===== src/btu_defines.vh =====
// Constants for the bus trace and trigger unit
//
// Notes on behaviour
// Eight-entry capture FIFO of bus words
// Two 16-bit comparators, optional qualifiers
// Per-comparator bit ignores read/write direction
// Opcode tracking triggers only on execution; the data compare and data store modes ignore the tag bit and match bus cycles
// Magnitude compare gives inside/outside range
// No matching during debug controller accesses
// Comparator A always sees full address
// Comparator B sees address or data
// Full data modes: write bus if enabled-write
// Match raises breakpoint or stores data
// Trace match begins or ends flow storage
// Stop storing when full or ended
// Count tracks valid words as stored
// Host configures, arms, then reads FIFO
// Early manual halt shifts entries one place
// Registers reachable from single-wire link too
// Registers decoded in high register region
// FIFO read returns oldest, pops, decrements
// Arming clears count and enables trigger
`ifndef BTU_DEFINES_VH
`define BTU_DEFINES_VH

// ****************************************
// Register map
// ****************************************
`define BTU_BASE_HI   12'h180
`define BTU_OFF_CAH   4'h0
`define BTU_OFF_CAL   4'h1
`define BTU_OFF_CBH   4'h2
`define BTU_OFF_CBL   4'h3
`define BTU_OFF_FIFOH 4'h4
`define BTU_OFF_FIFOL 4'h5
`define BTU_OFF_CTRL  4'h6
`define BTU_OFF_TRIG  4'h7
`define BTU_OFF_STAT  4'h8
`define BTU_OFF_ISTAT 4'h9
`define BTU_OFF_IMASK 4'ha

// ****************************************
// Control register fields
// ****************************************
`define BTU_CTRL_ARM   7
`define BTU_CTRL_BRK   6
`define BTU_CTRL_TAG   5
`define BTU_CTRL_BEGIN 4
`define BTU_CTRL_COMP_A_RW_QUALIFY_ENABLE 3
`define BTU_CTRL_RWA   2
`define BTU_CTRL_RWBEN 1
`define BTU_CTRL_RWB   0

// ****************************************
// Trigger modes
// ****************************************
`define BTU_MODE_A      4'h0
`define BTU_MODE_A_OR_B 4'h1
`define BTU_MODE_A_DAT  4'h2
`define BTU_MODE_A_NDAT 4'h3
`define BTU_MODE_INSIDE 4'h4
`define BTU_MODE_OUTSID 4'h5
`define BTU_MODE_B_DAT  4'h6

// ****************************************
// Reset values
// ****************************************
`define BTU_RST_BYTE  8'h00
`define BTU_RST_WORD  16'h0000
`define BTU_RST_MODE  4'h0
`define BTU_RST_IRQ   3'h0

`endif


===== src/btu_top.v =====
// Bus trace and trigger unit: comparators, trigger logic, capture FIFO, registers
`include "btu_defines.vh"

module btu_top #(
   parameter DEPTH = 8,
   parameter AW    = 3,
   parameter CW    = 4
) (
   input  wire        core_clk,
   input  wire        rst,
   input  wire [15:0] cpu_addr,
   input  wire [7:0]  cpu_rdata,
   input  wire [7:0]  cpu_wdata,
   input  wire        cpu_rw,
   input  wire        cpu_valid,
   input  wire        cpu_exec,
   input  wire [15:0] cpu_exec_addr,
   input  wire        cpu_cof,
   input  wire [15:0] cpu_cof_addr,
   input  wire        sw_dbg_access,
   input  wire [15:0] reg_addr,
   input  wire [7:0]  reg_wdata,
   input  wire        reg_wr,
   input  wire        reg_rd,
   output reg  [7:0]  reg_rdata,
   input  wire [15:0] sw_addr,
   input  wire [7:0]  sw_wdata,
   input  wire        sw_wr,
   input  wire        sw_rd,
   output reg  [7:0]  sw_rdata,
   output reg         cpu_break_req,
   output wire        irq
);

   // Count limits sized to the counter; pointers wrap at DEPTH,
   // so DEPTH must be a power of two equal to 2**AW
   localparam [CW-1:0] FULL_CNT = DEPTH[CW-1:0];
   localparam [CW-1:0] CNT_ONE  = {{(CW-1){1'b0}}, 1'b1};

   // ****************************************
   // Register access decode
   // ****************************************

   // Configuration, trigger state and capture FIFO storage
   reg [15:0] comp_a_ff;
   reg [15:0] comp_b_ff;
   reg [7:0]  ctrl_ff;
   reg [3:0]  mode_ff;
   reg [2:0]  ist_ff;
   reg [2:0]  imask_ff;
   reg        trig_seen_ff;
   reg        storing_ff;
   reg        pend_v_ff;
   reg [15:0] pend_ff;
   reg [AW-1:0] wp_ff;
   reg [AW-1:0] rp_ff;
   reg [CW-1:0] cnt_ff;
   reg [15:0] mem [0:DEPTH-1];

   // Link port wins when both ports access in one cycle
   wire        sw_sel   = sw_wr | sw_rd;
   wire [15:0] acc_addr = sw_sel ? sw_addr : reg_addr;
   wire [7:0]  acc_wd   = sw_sel ? sw_wdata : reg_wdata;
   wire        acc_wr   = sw_sel ? sw_wr : reg_wr;
   wire        acc_rd   = sw_sel ? sw_rd : reg_rd;
   wire        hit      = (acc_addr[15:4] == `BTU_BASE_HI);
   wire [3:0]  off      = acc_addr[3:0];
   wire        wr_en    = acc_wr & hit;
   wire        rd_en    = acc_rd & hit;

   // Control fields
   wire arm     = ctrl_ff[`BTU_CTRL_ARM];
   wire brk_en  = ctrl_ff[`BTU_CTRL_BRK];
   wire tag_en  = ctrl_ff[`BTU_CTRL_TAG];
   wire t_begin = ctrl_ff[`BTU_CTRL_BEGIN];
   wire comp_a_rw_qualify_enable  = ctrl_ff[`BTU_CTRL_COMP_A_RW_QUALIFY_ENABLE];
   wire comp_a_rw_direction_select = ctrl_ff[`BTU_CTRL_RWA];
   wire rwb_en  = ctrl_ff[`BTU_CTRL_RWBEN];
   wire rwb     = ctrl_ff[`BTU_CTRL_RWB];

   // ****************************************
   // Comparators
   // ****************************************

   // Matching is blocked while the debug controller owns the bus
   wire cyc_ok = cpu_valid & ~sw_dbg_access;
   wire ex_ok  = cpu_exec & ~sw_dbg_access;

   // Data comparisons in full address plus data modes and in data store mode
   wire data_mode = (mode_ff == `BTU_MODE_A_DAT) | (mode_ff == `BTU_MODE_A_NDAT) |
                    (mode_ff == `BTU_MODE_B_DAT);
   wire use_wbus  = comp_a_rw_qualify_enable & ~comp_a_rw_direction_select;
   wire [7:0] bus_data = use_wbus ? cpu_wdata : cpu_rdata;

   // Direction qualifiers, each with its own ignore bit
   wire a_rw_ok = ~comp_a_rw_qualify_enable |
                  (cpu_rw == comp_a_rw_direction_select);
   wire b_rw_ok = ~rwb_en | (cpu_rw == rwb);

   // Bus cycle matches; A always on the address
   wire a_hit = cyc_ok & a_rw_ok & (cpu_addr == comp_a_ff);
   wire b_hit = cyc_ok & b_rw_ok &
                (data_mode ? (bus_data == comp_b_ff[7:0])
                           : (cpu_addr == comp_b_ff));
   wire in_rng = (cpu_addr >= comp_a_ff) & (cpu_addr <= comp_b_ff);

   // Execution matches for opcode tracking
   wire ea_hit = ex_ok & (cpu_exec_addr == comp_a_ff);
   wire eb_hit = ex_ok & (cpu_exec_addr == comp_b_ff);
   wire ex_in  = (cpu_exec_addr >= comp_a_ff) & (cpu_exec_addr <= comp_b_ff);

   // ****************************************
   // Trigger selection
   // ****************************************

   reg qual;
   // Qualified match for the selected trigger mode
   always @* begin
      case (mode_ff)
         `BTU_MODE_A: begin
            qual = tag_en ? ea_hit : a_hit;
         end
         `BTU_MODE_A_OR_B: begin
            qual = tag_en ? (ea_hit | eb_hit) : (a_hit | b_hit);
         end
         `BTU_MODE_A_DAT: begin
            qual = a_hit & b_hit;
         end
         `BTU_MODE_A_NDAT: begin
            qual = a_hit & ~b_hit;
         end
         `BTU_MODE_INSIDE: begin
            qual = tag_en ? (ex_ok & ex_in) : (cyc_ok & a_rw_ok & in_rng);
         end
         `BTU_MODE_OUTSID: begin
            qual = tag_en ? (ex_ok & ~ex_in) : (cyc_ok & a_rw_ok & ~in_rng);
         end
         `BTU_MODE_B_DAT: begin
            qual = b_hit;
         end
         default: begin
            qual = 1'b0;
         end
      endcase
   end

   // Trigger fires once per arming; data store mode fires on every match
   wire dstore  = (mode_ff == `BTU_MODE_B_DAT);
   wire trig    = arm & qual & (dstore | ~trig_seen_ff);
   wire full    = (cnt_ff == FULL_CNT);

   // ****************************************
   // Capture path
   // ****************************************

   // A word is taken from the flow bus when storage is active, or from the data bus on a data store trigger
   wire cof_cap  = arm & ~brk_en & ~dstore & storing_ff & cpu_cof &
                   ~sw_dbg_access;
   wire dat_cap  = trig & ~brk_en & dstore;
   wire cap      = (cof_cap | dat_cap) & ~full;
   // Data store keeps the byte in the low half of the word
   wire [15:0] cap_word = dstore ? {8'h00, bus_data} : cpu_cof_addr;

   // Software writes to the control register
   wire ctrl_wr   = wr_en & (off == `BTU_OFF_CTRL);
   wire arm_start = ctrl_wr & acc_wd[`BTU_CTRL_ARM] & ~arm;
   wire early_hlt = ctrl_wr & ~acc_wd[`BTU_CTRL_ARM] & arm & ~full;

   // Pending word is pushed by the next capture or by an early halt
   wire push     = pend_v_ff & (cap | early_hlt) & ~full & ~arm_start;
   wire fifo_rd  = rd_en & (off == `BTU_OFF_FIFOL);
   wire pop      = fifo_rd & (cnt_ff != {CW{1'b0}}) & ~arm_start;
   wire fills    = push & ~pop & (cnt_ff == FULL_CNT - CNT_ONE);

   // Hardware ends capture on full, end trace or breakpoint
   wire end_trig = trig & ~brk_en & ~dstore & ~t_begin;
   wire hw_stop  = arm & (fills | end_trig | (trig & brk_en));

   // ****************************************
   // Next state
   // ****************************************

   reg [7:0]  nxt_ctrl;
   reg        nxt_storing;
   reg        nxt_trig_seen;
   reg        nxt_pend_v;
   reg [CW-1:0] nxt_cnt;
   reg [2:0]  nxt_ist;
   reg [2:0]  ist_set;
   reg [2:0]  ist_clr;

   // Control, storage window and counters
   always @* begin
      nxt_ctrl      = ctrl_ff;
      nxt_storing   = storing_ff;
      nxt_trig_seen = trig_seen_ff | trig;
      nxt_pend_v    = pend_v_ff;
      nxt_cnt       = cnt_ff;
      ist_set       = {hw_stop, fills, trig};
      ist_clr       = 3'h0;
      // Begin trace opens the storage window; end trace closes it
      if (trig & t_begin & ~dstore & ~brk_en) begin
         nxt_storing = 1'b1;
      end
      if (end_trig) begin
         nxt_storing = 1'b0;
      end
      // Pending word valid while a captured word waits for its slot
      if (cap) begin
         nxt_pend_v = 1'b1;
      end else if (push) begin
         nxt_pend_v = 1'b0;
      end
      // Hardware disarms itself on full, end trace or breakpoint
      if (hw_stop) begin
         nxt_ctrl[`BTU_CTRL_ARM] = 1'b0;
      end
      if (ctrl_wr) begin
         nxt_ctrl = acc_wd;
      end
      // Count follows each stored and each removed word
      nxt_cnt = cnt_ff + {{(CW-1){1'b0}}, push} - {{(CW-1){1'b0}}, pop};
      // Arming restarts the window and empties the FIFO
      if (arm_start) begin
         nxt_cnt       = {CW{1'b0}};
         nxt_pend_v    = 1'b0;
         nxt_trig_seen = 1'b0;
         nxt_storing   = ~acc_wd[`BTU_CTRL_BEGIN];
      end
      // Write one to clear the sticky event bits
      if (wr_en & (off == `BTU_OFF_ISTAT)) begin
         ist_clr = acc_wd[2:0];
      end
      // Set wins over a same-cycle clear
      nxt_ist = (ist_ff & ~ist_clr) | ist_set;
   end

   // ****************************************
   // State registers
   // ****************************************

   // Configuration and control flops
   always @(posedge core_clk or posedge rst) begin
      if (rst) begin
         comp_a_ff     <= `BTU_RST_WORD;
         comp_b_ff     <= `BTU_RST_WORD;
         ctrl_ff       <= `BTU_RST_BYTE;
         mode_ff       <= `BTU_RST_MODE;
         imask_ff      <= `BTU_RST_IRQ;
         ist_ff        <= `BTU_RST_IRQ;
         trig_seen_ff  <= 1'b0;
         storing_ff    <= 1'b0;
         pend_v_ff     <= 1'b0;
         pend_ff       <= `BTU_RST_WORD;
         cnt_ff        <= {CW{1'b0}};
         wp_ff         <= {AW{1'b0}};
         rp_ff         <= {AW{1'b0}};
         cpu_break_req <= 1'b0;
      end else begin
         ctrl_ff       <= nxt_ctrl;
         ist_ff        <= nxt_ist;
         trig_seen_ff  <= nxt_trig_seen;
         storing_ff    <= nxt_storing;
         pend_v_ff     <= nxt_pend_v;
         cnt_ff        <= nxt_cnt;
         cpu_break_req <= trig & brk_en;
         if (cap) begin
            pend_ff <= cap_word;
         end
         if (arm_start) begin
            wp_ff <= {AW{1'b0}};
            rp_ff <= {AW{1'b0}};
         end else begin
            if (push) begin
               wp_ff <= wp_ff + 1'b1;
            end
            if (pop) begin
               rp_ff <= rp_ff + 1'b1;
            end
         end
         if (wr_en) begin
            case (off)
               `BTU_OFF_CAH:   comp_a_ff[15:8] <= acc_wd;
               `BTU_OFF_CAL:   comp_a_ff[7:0]  <= acc_wd;
               `BTU_OFF_CBH:   comp_b_ff[15:8] <= acc_wd;
               `BTU_OFF_CBL:   comp_b_ff[7:0]  <= acc_wd;
               `BTU_OFF_TRIG:  mode_ff         <= acc_wd[3:0];
               `BTU_OFF_IMASK: imask_ff        <= acc_wd[2:0];
               default: begin
               end
            endcase
         end
      end
   end

   // Capture storage, written in arrival order
   always @(posedge core_clk) begin
      if (push) begin
         mem[wp_ff] <= pend_ff;
      end
   end

   // ****************************************
   // Read-back
   // ****************************************

   reg [7:0] rd_val;
   // Head of the FIFO; only shown while it holds a valid word
   wire [15:0] head = mem[rp_ff];
   // Read data multiplexer; oldest word at the head
   always @* begin
      case (off)
         `BTU_OFF_CAH:   rd_val = comp_a_ff[15:8];
         `BTU_OFF_CAL:   rd_val = comp_a_ff[7:0];
         `BTU_OFF_CBH:   rd_val = comp_b_ff[15:8];
         `BTU_OFF_CBL:   rd_val = comp_b_ff[7:0];
         `BTU_OFF_FIFOH: rd_val = (cnt_ff != {CW{1'b0}}) ? head[15:8] : 8'h00;
         `BTU_OFF_FIFOL: rd_val = (cnt_ff != {CW{1'b0}}) ? head[7:0] : 8'h00;
         `BTU_OFF_CTRL:  rd_val = ctrl_ff;
         `BTU_OFF_TRIG:  rd_val = {4'h0, mode_ff};
         `BTU_OFF_STAT:  rd_val = {arm, trig_seen_ff, storing_ff, 1'b0, cnt_ff};
         `BTU_OFF_ISTAT: rd_val = {5'h00, ist_ff};
         `BTU_OFF_IMASK: rd_val = {5'h00, imask_ff};
         default:        rd_val = 8'h00;
      endcase
   end

   // Each port gets its data in the cycle after its read only
   always @(posedge core_clk or posedge rst) begin
      if (rst) begin
         reg_rdata <= 8'h00;
         sw_rdata  <= 8'h00;
      end else begin
         reg_rdata <= (rd_en & ~sw_sel) ? rd_val : 8'h00;
         sw_rdata  <= (rd_en & sw_sel) ? rd_val : 8'h00;
      end
   end

   // Level interrupt from unmasked sticky events
   assign irq = |(ist_ff & imask_ff);

endmodule


===== config.mk =====
export PLATFORM = sky130hd
export DESIGN_NAME = btu_top
export DESIGN_NICKNAME = d
export VERILOG_FILES = /design/src/btu_top.v
export VERILOG_INCLUDE_DIRS = /design/src
export SDC_FILE = /design/constraint.sdc
export NUM_CORES = 1
export LEC_CHECK = 0
export ABC_AREA = 1
export ABC_CLOCK_PERIOD_IN_PS = 4910
export BUFFER_PORTS_ARGS = -buffer_cell sky130_fd_sc_hd__buf_4
export CAP_MARGIN = 20
export CORE_MARGIN = 10
export CORE_UTILIZATION = 34
export DETAILED_ROUTE_END_ITERATION = 8
export PLACE_DENSITY_LB_ADDON = 0.1
export SYNTH_ARGS = -nofsm -noshare
export SYNTH_HDL_FRONTEND = slang
export SYNTH_SLANG_ARGS = --single-unit

===== constraint.sdc =====
create_clock -name core_clk -period 4.91 [get_ports core_clk]
set_clock_uncertainty 0.2 [all_clocks]
set_input_delay 0.982 -clock core_clk [delete_from_list [all_inputs] [get_ports core_clk]]
set_output_delay 0.982 -clock core_clk [all_outputs]
set_load 0.03 [all_outputs]

==> metrics <==
largest net degree at the start of global routing 69; global-route wire length before repair 56.9 mm; Die ar. 42500 µm²; delay-heaviest family, CP simple AND/OR/NAND/NOR gates; DP HPWL 26.9 mm; Antenna Nets Post-Route 0; Avg Cell Area, Syn 9.32 µm²; starting DRC count in detailed routing 531; CTS tree done; Peak supply drop 0.220 mV; setup slack after placement 428 ps; max-slew violation count 0; slew at the pin closest to its max-slew limit 1110 ps; ranking of synthesized cells by area edfxtp_1 (33%), dfrtp_1 (20%), ha_1 (7.9%); Critical path buffers and inverters 2; Fin Setup TNS 0 ps; synth unique cells 49; gr ovfl total 0; max-cap viol count 0; worst-case clock buffer depth 3; global placement routability congestion 0.871; Post-Place Cells 1842; Synth async-reset ratio 42.9%; Seq cells post-synth 224; Die H 206 µm; # setup viols final 0; RSZ-0062 raised after global routing no; final worst-path setup slack 878 ps; post-CTS setup buffers 0; CORE AREA 34400 µm²; vias in the first global route 9508; Initial Util 34.3%; crit path capture type flip-flop; clock sink count 224; Hold Crit Class flip-flop to flip-flop; IO Count 141; sequential area share after synthesis 53.0%; ys flop type edfxtp_1; Filler cells 3468; Die W 206 µm; Finished Layout Cells 1888; crit-path cells inv_1, nor2_1, nand2_1, nand2_1, nand2_1, nand2_1, nand2_1, nor2_1, nand2_1, nand2_1, nand2_1, a21oi_1, nor2_1, nand4_2, nand4_1, nand3_2, nand2_4, ha_1, inv_1, ha_1, fa_1, xnor2_1, nor2_1; clock-pin transition on the worst setup and hold timing paths 60 ps; worst path arrival time 4240 ps; gate count of the mapped netlist 1264; Rel. slew slack 24.1%; syn_nets 1462; Lkg Pwr 6.40 nW; Crit Path Class flip-flop to flip-flop; CTS root buf clkbuf_16; Cell Pwr Density 300 nW/µm²; All-Layer GR Usage 17.5%; First-pass DRT Iterations 5; worst skew pair latency 530 ps; Synth Cell Area 11800 µm²; Yosys warnings 0; worst stage delay on the critical path 690 ps; CTS Buf Count 25; Via Count 9426; # DRC 0; Antenna Cells 0; Final min period 4030 ps; area leader, netlist edfxtp_1; Post-synth EDFFs 128; CP max FO 12; area grow syn2layout 21.2%; antenna violations before repair 0; vias per cell 4.99; Fin. Hold Viols 0; slowest stage cell on the critical path dfrtp_1; final core occ 41.5%; Critical Path Most Common Cell nand2_1; final worst path period share 82.1%; post-synth top area share 32.6%; FMAX 248 MHz; layout cell share with drive strength beyond 1 16.7%; aggregate routed wire length 37.4 mm; Tot Pwr 4.28 mW; Post-CTS Hold Fix Bufs 0; post-CTS sizing 0; # port buffers 140; Final #Nets 1612; status completed; H-tree lvl count 1; Req. time, crit path 5110 ps; Cell Rows 68; wire length per cell 19.8 µm; Setup crit start kind flip-flop
==> cell usage after synthesis (4+ instances only) <==
cell / number
nand2_1: 244
o21ai_0: 157
nor2_1: 136
edfxtp_1: 128
inv_1: 114
dfrtp_1: 96
ha_1: 74
nand3_1: 65
a21oi_1: 41
clkbuf_1: 31
o22ai_1: 27
o221ai_1: 17
o21ai_1: 14
nor3_1: 13
nand4_1: 10
inv_2: 9
mux2i_1: 7
o211ai_1: 7
a2111oi_0: 6
nor3_2: 6
nor4_1: 5
a221oi_1: 4
o21a_1: 4
==> worst reg2reg max path, stage by stage, from the launching register on <==
cell and delay (ps):
dfrtp_1 690, inv_1 180, nor2_1 240, nand2_1 130, nand2_1 70, nand2_1 50
nand2_1 50, nand2_1 40, nor2_1 90, nand2_1 110, nand2_1 120, nand2_1 80
a21oi_1 130, nor2_1 60, nand4_2 90, nand4_1 160, nand3_2 170, nand2_4 120
ha_1 300, inv_1 40, ha_1 200, fa_1 380, xnor2_1 140, nor2_1 60
==> logic make-up (layout without fill, tap and decap cells) <==
logic type | Yosys count | count (layout) | synth area share [%]
adders and majority gates | 75 | 75 | 8.03
DFF | 224 | 224 | 53.0
muxes | 7 | 7 | 0.595
xor gates and xnor gates | 4 | 4 | 0.298
and+or+nand+nor | 504 | 504 | 18.7
buffers and inverters | 164 | 333 | 5.56
AOI/OAI and AO/OA | 286 | 286 | 13.8
==> where the power goes <==
group / total, mW / leakage, nW / internal (mW) / switching [mW]
Clock: 2.01 / 0.435 / 1.25 / 0.761
Combinational: 0.283 / 3.16 / 0.126 / 0.158
Sequential: 1.98 / 2.81 / 1.98 / 0.00293
==> flip-flops by register name, summed over array words and instances (netlist names), 4 cells and up <==
| signal | flops |
|---|---|
| comp_a_ff | 16 |
| pend_ff | 16 |
| reg_rdata | 8 |
| sw_rdata | 8 |
| ctrl_ff | 8 |
| mode_ff | 4 |
| cnt_ff | 4 |
| mem | 128 |
| comp_b_ff | 16 |
==> worst paths after layout <==
kind	from	endpoint	slack, ps	cells after the start
worst max-delay path	ctrl_ff[3]	cnt_ff[2]	880	23
worst min-delay path	comp_a_ff[7]	comp_a_ff[7]	280	2
worst max register to register	ctrl_ff[3]	cnt_ff[2]	880	23
worst min register to register	comp_a_ff[7]	comp_a_ff[7]	280	2
max in group asynchronous	rst	sw_rdata[7]	3080	3
min in group asynchronous	rst	comp_b_ff[3]	460	2
==> stage by stage <==
step	area (µm²)	hold slack (ps)
floorplan	11800	253
global placement	13400	268
detailed placement	13400	273
CTS	14300	287
global route	14300	307
finish	14300	285
==> layout make-up <==
cell class	count	area, µm²	area share [%]
inverter	125	477	3.34
clock buffer	28	637	4.46
multi-input combinational	876	4880	34.2
timing repair buffer	162	1220	8.52
clock inverter	18	246	1.73
tap	455	569	3.99
sequential	224	6250	43.8
==> layout by cell type, fill, tap and decap left out, types with 9 or more instances in the layout <==
master     netlist  routed
a21oi_1         41      41
buf_4            2     162
clkbuf_16        0      25
dfrtp_1         96      96
edfxtp_1       128     128
ha_1            74      74
inv_1          114     113
inv_2            9       9
nand2_1        244     244
nand3_1         65      65
nand4_1         10      10
nor2_1         136     136
nor3_1          13      13
o21ai_0        157     156
o21ai_1         14      15
o221ai_1        17      17
o22ai_1         27      27
==> metal layers <==
metal  GRT usage, %  vias to the layer above  share of wire [%]
met5              0                        -                  0
met3           1.99                       37                3.7
li1               -                     4702                  -
met2           31.3                      184                 51
met1           21.8                     4503                 43
met4           4.72                        0                1.8
No activity file was read; power rests on OpenSTA's default activity.
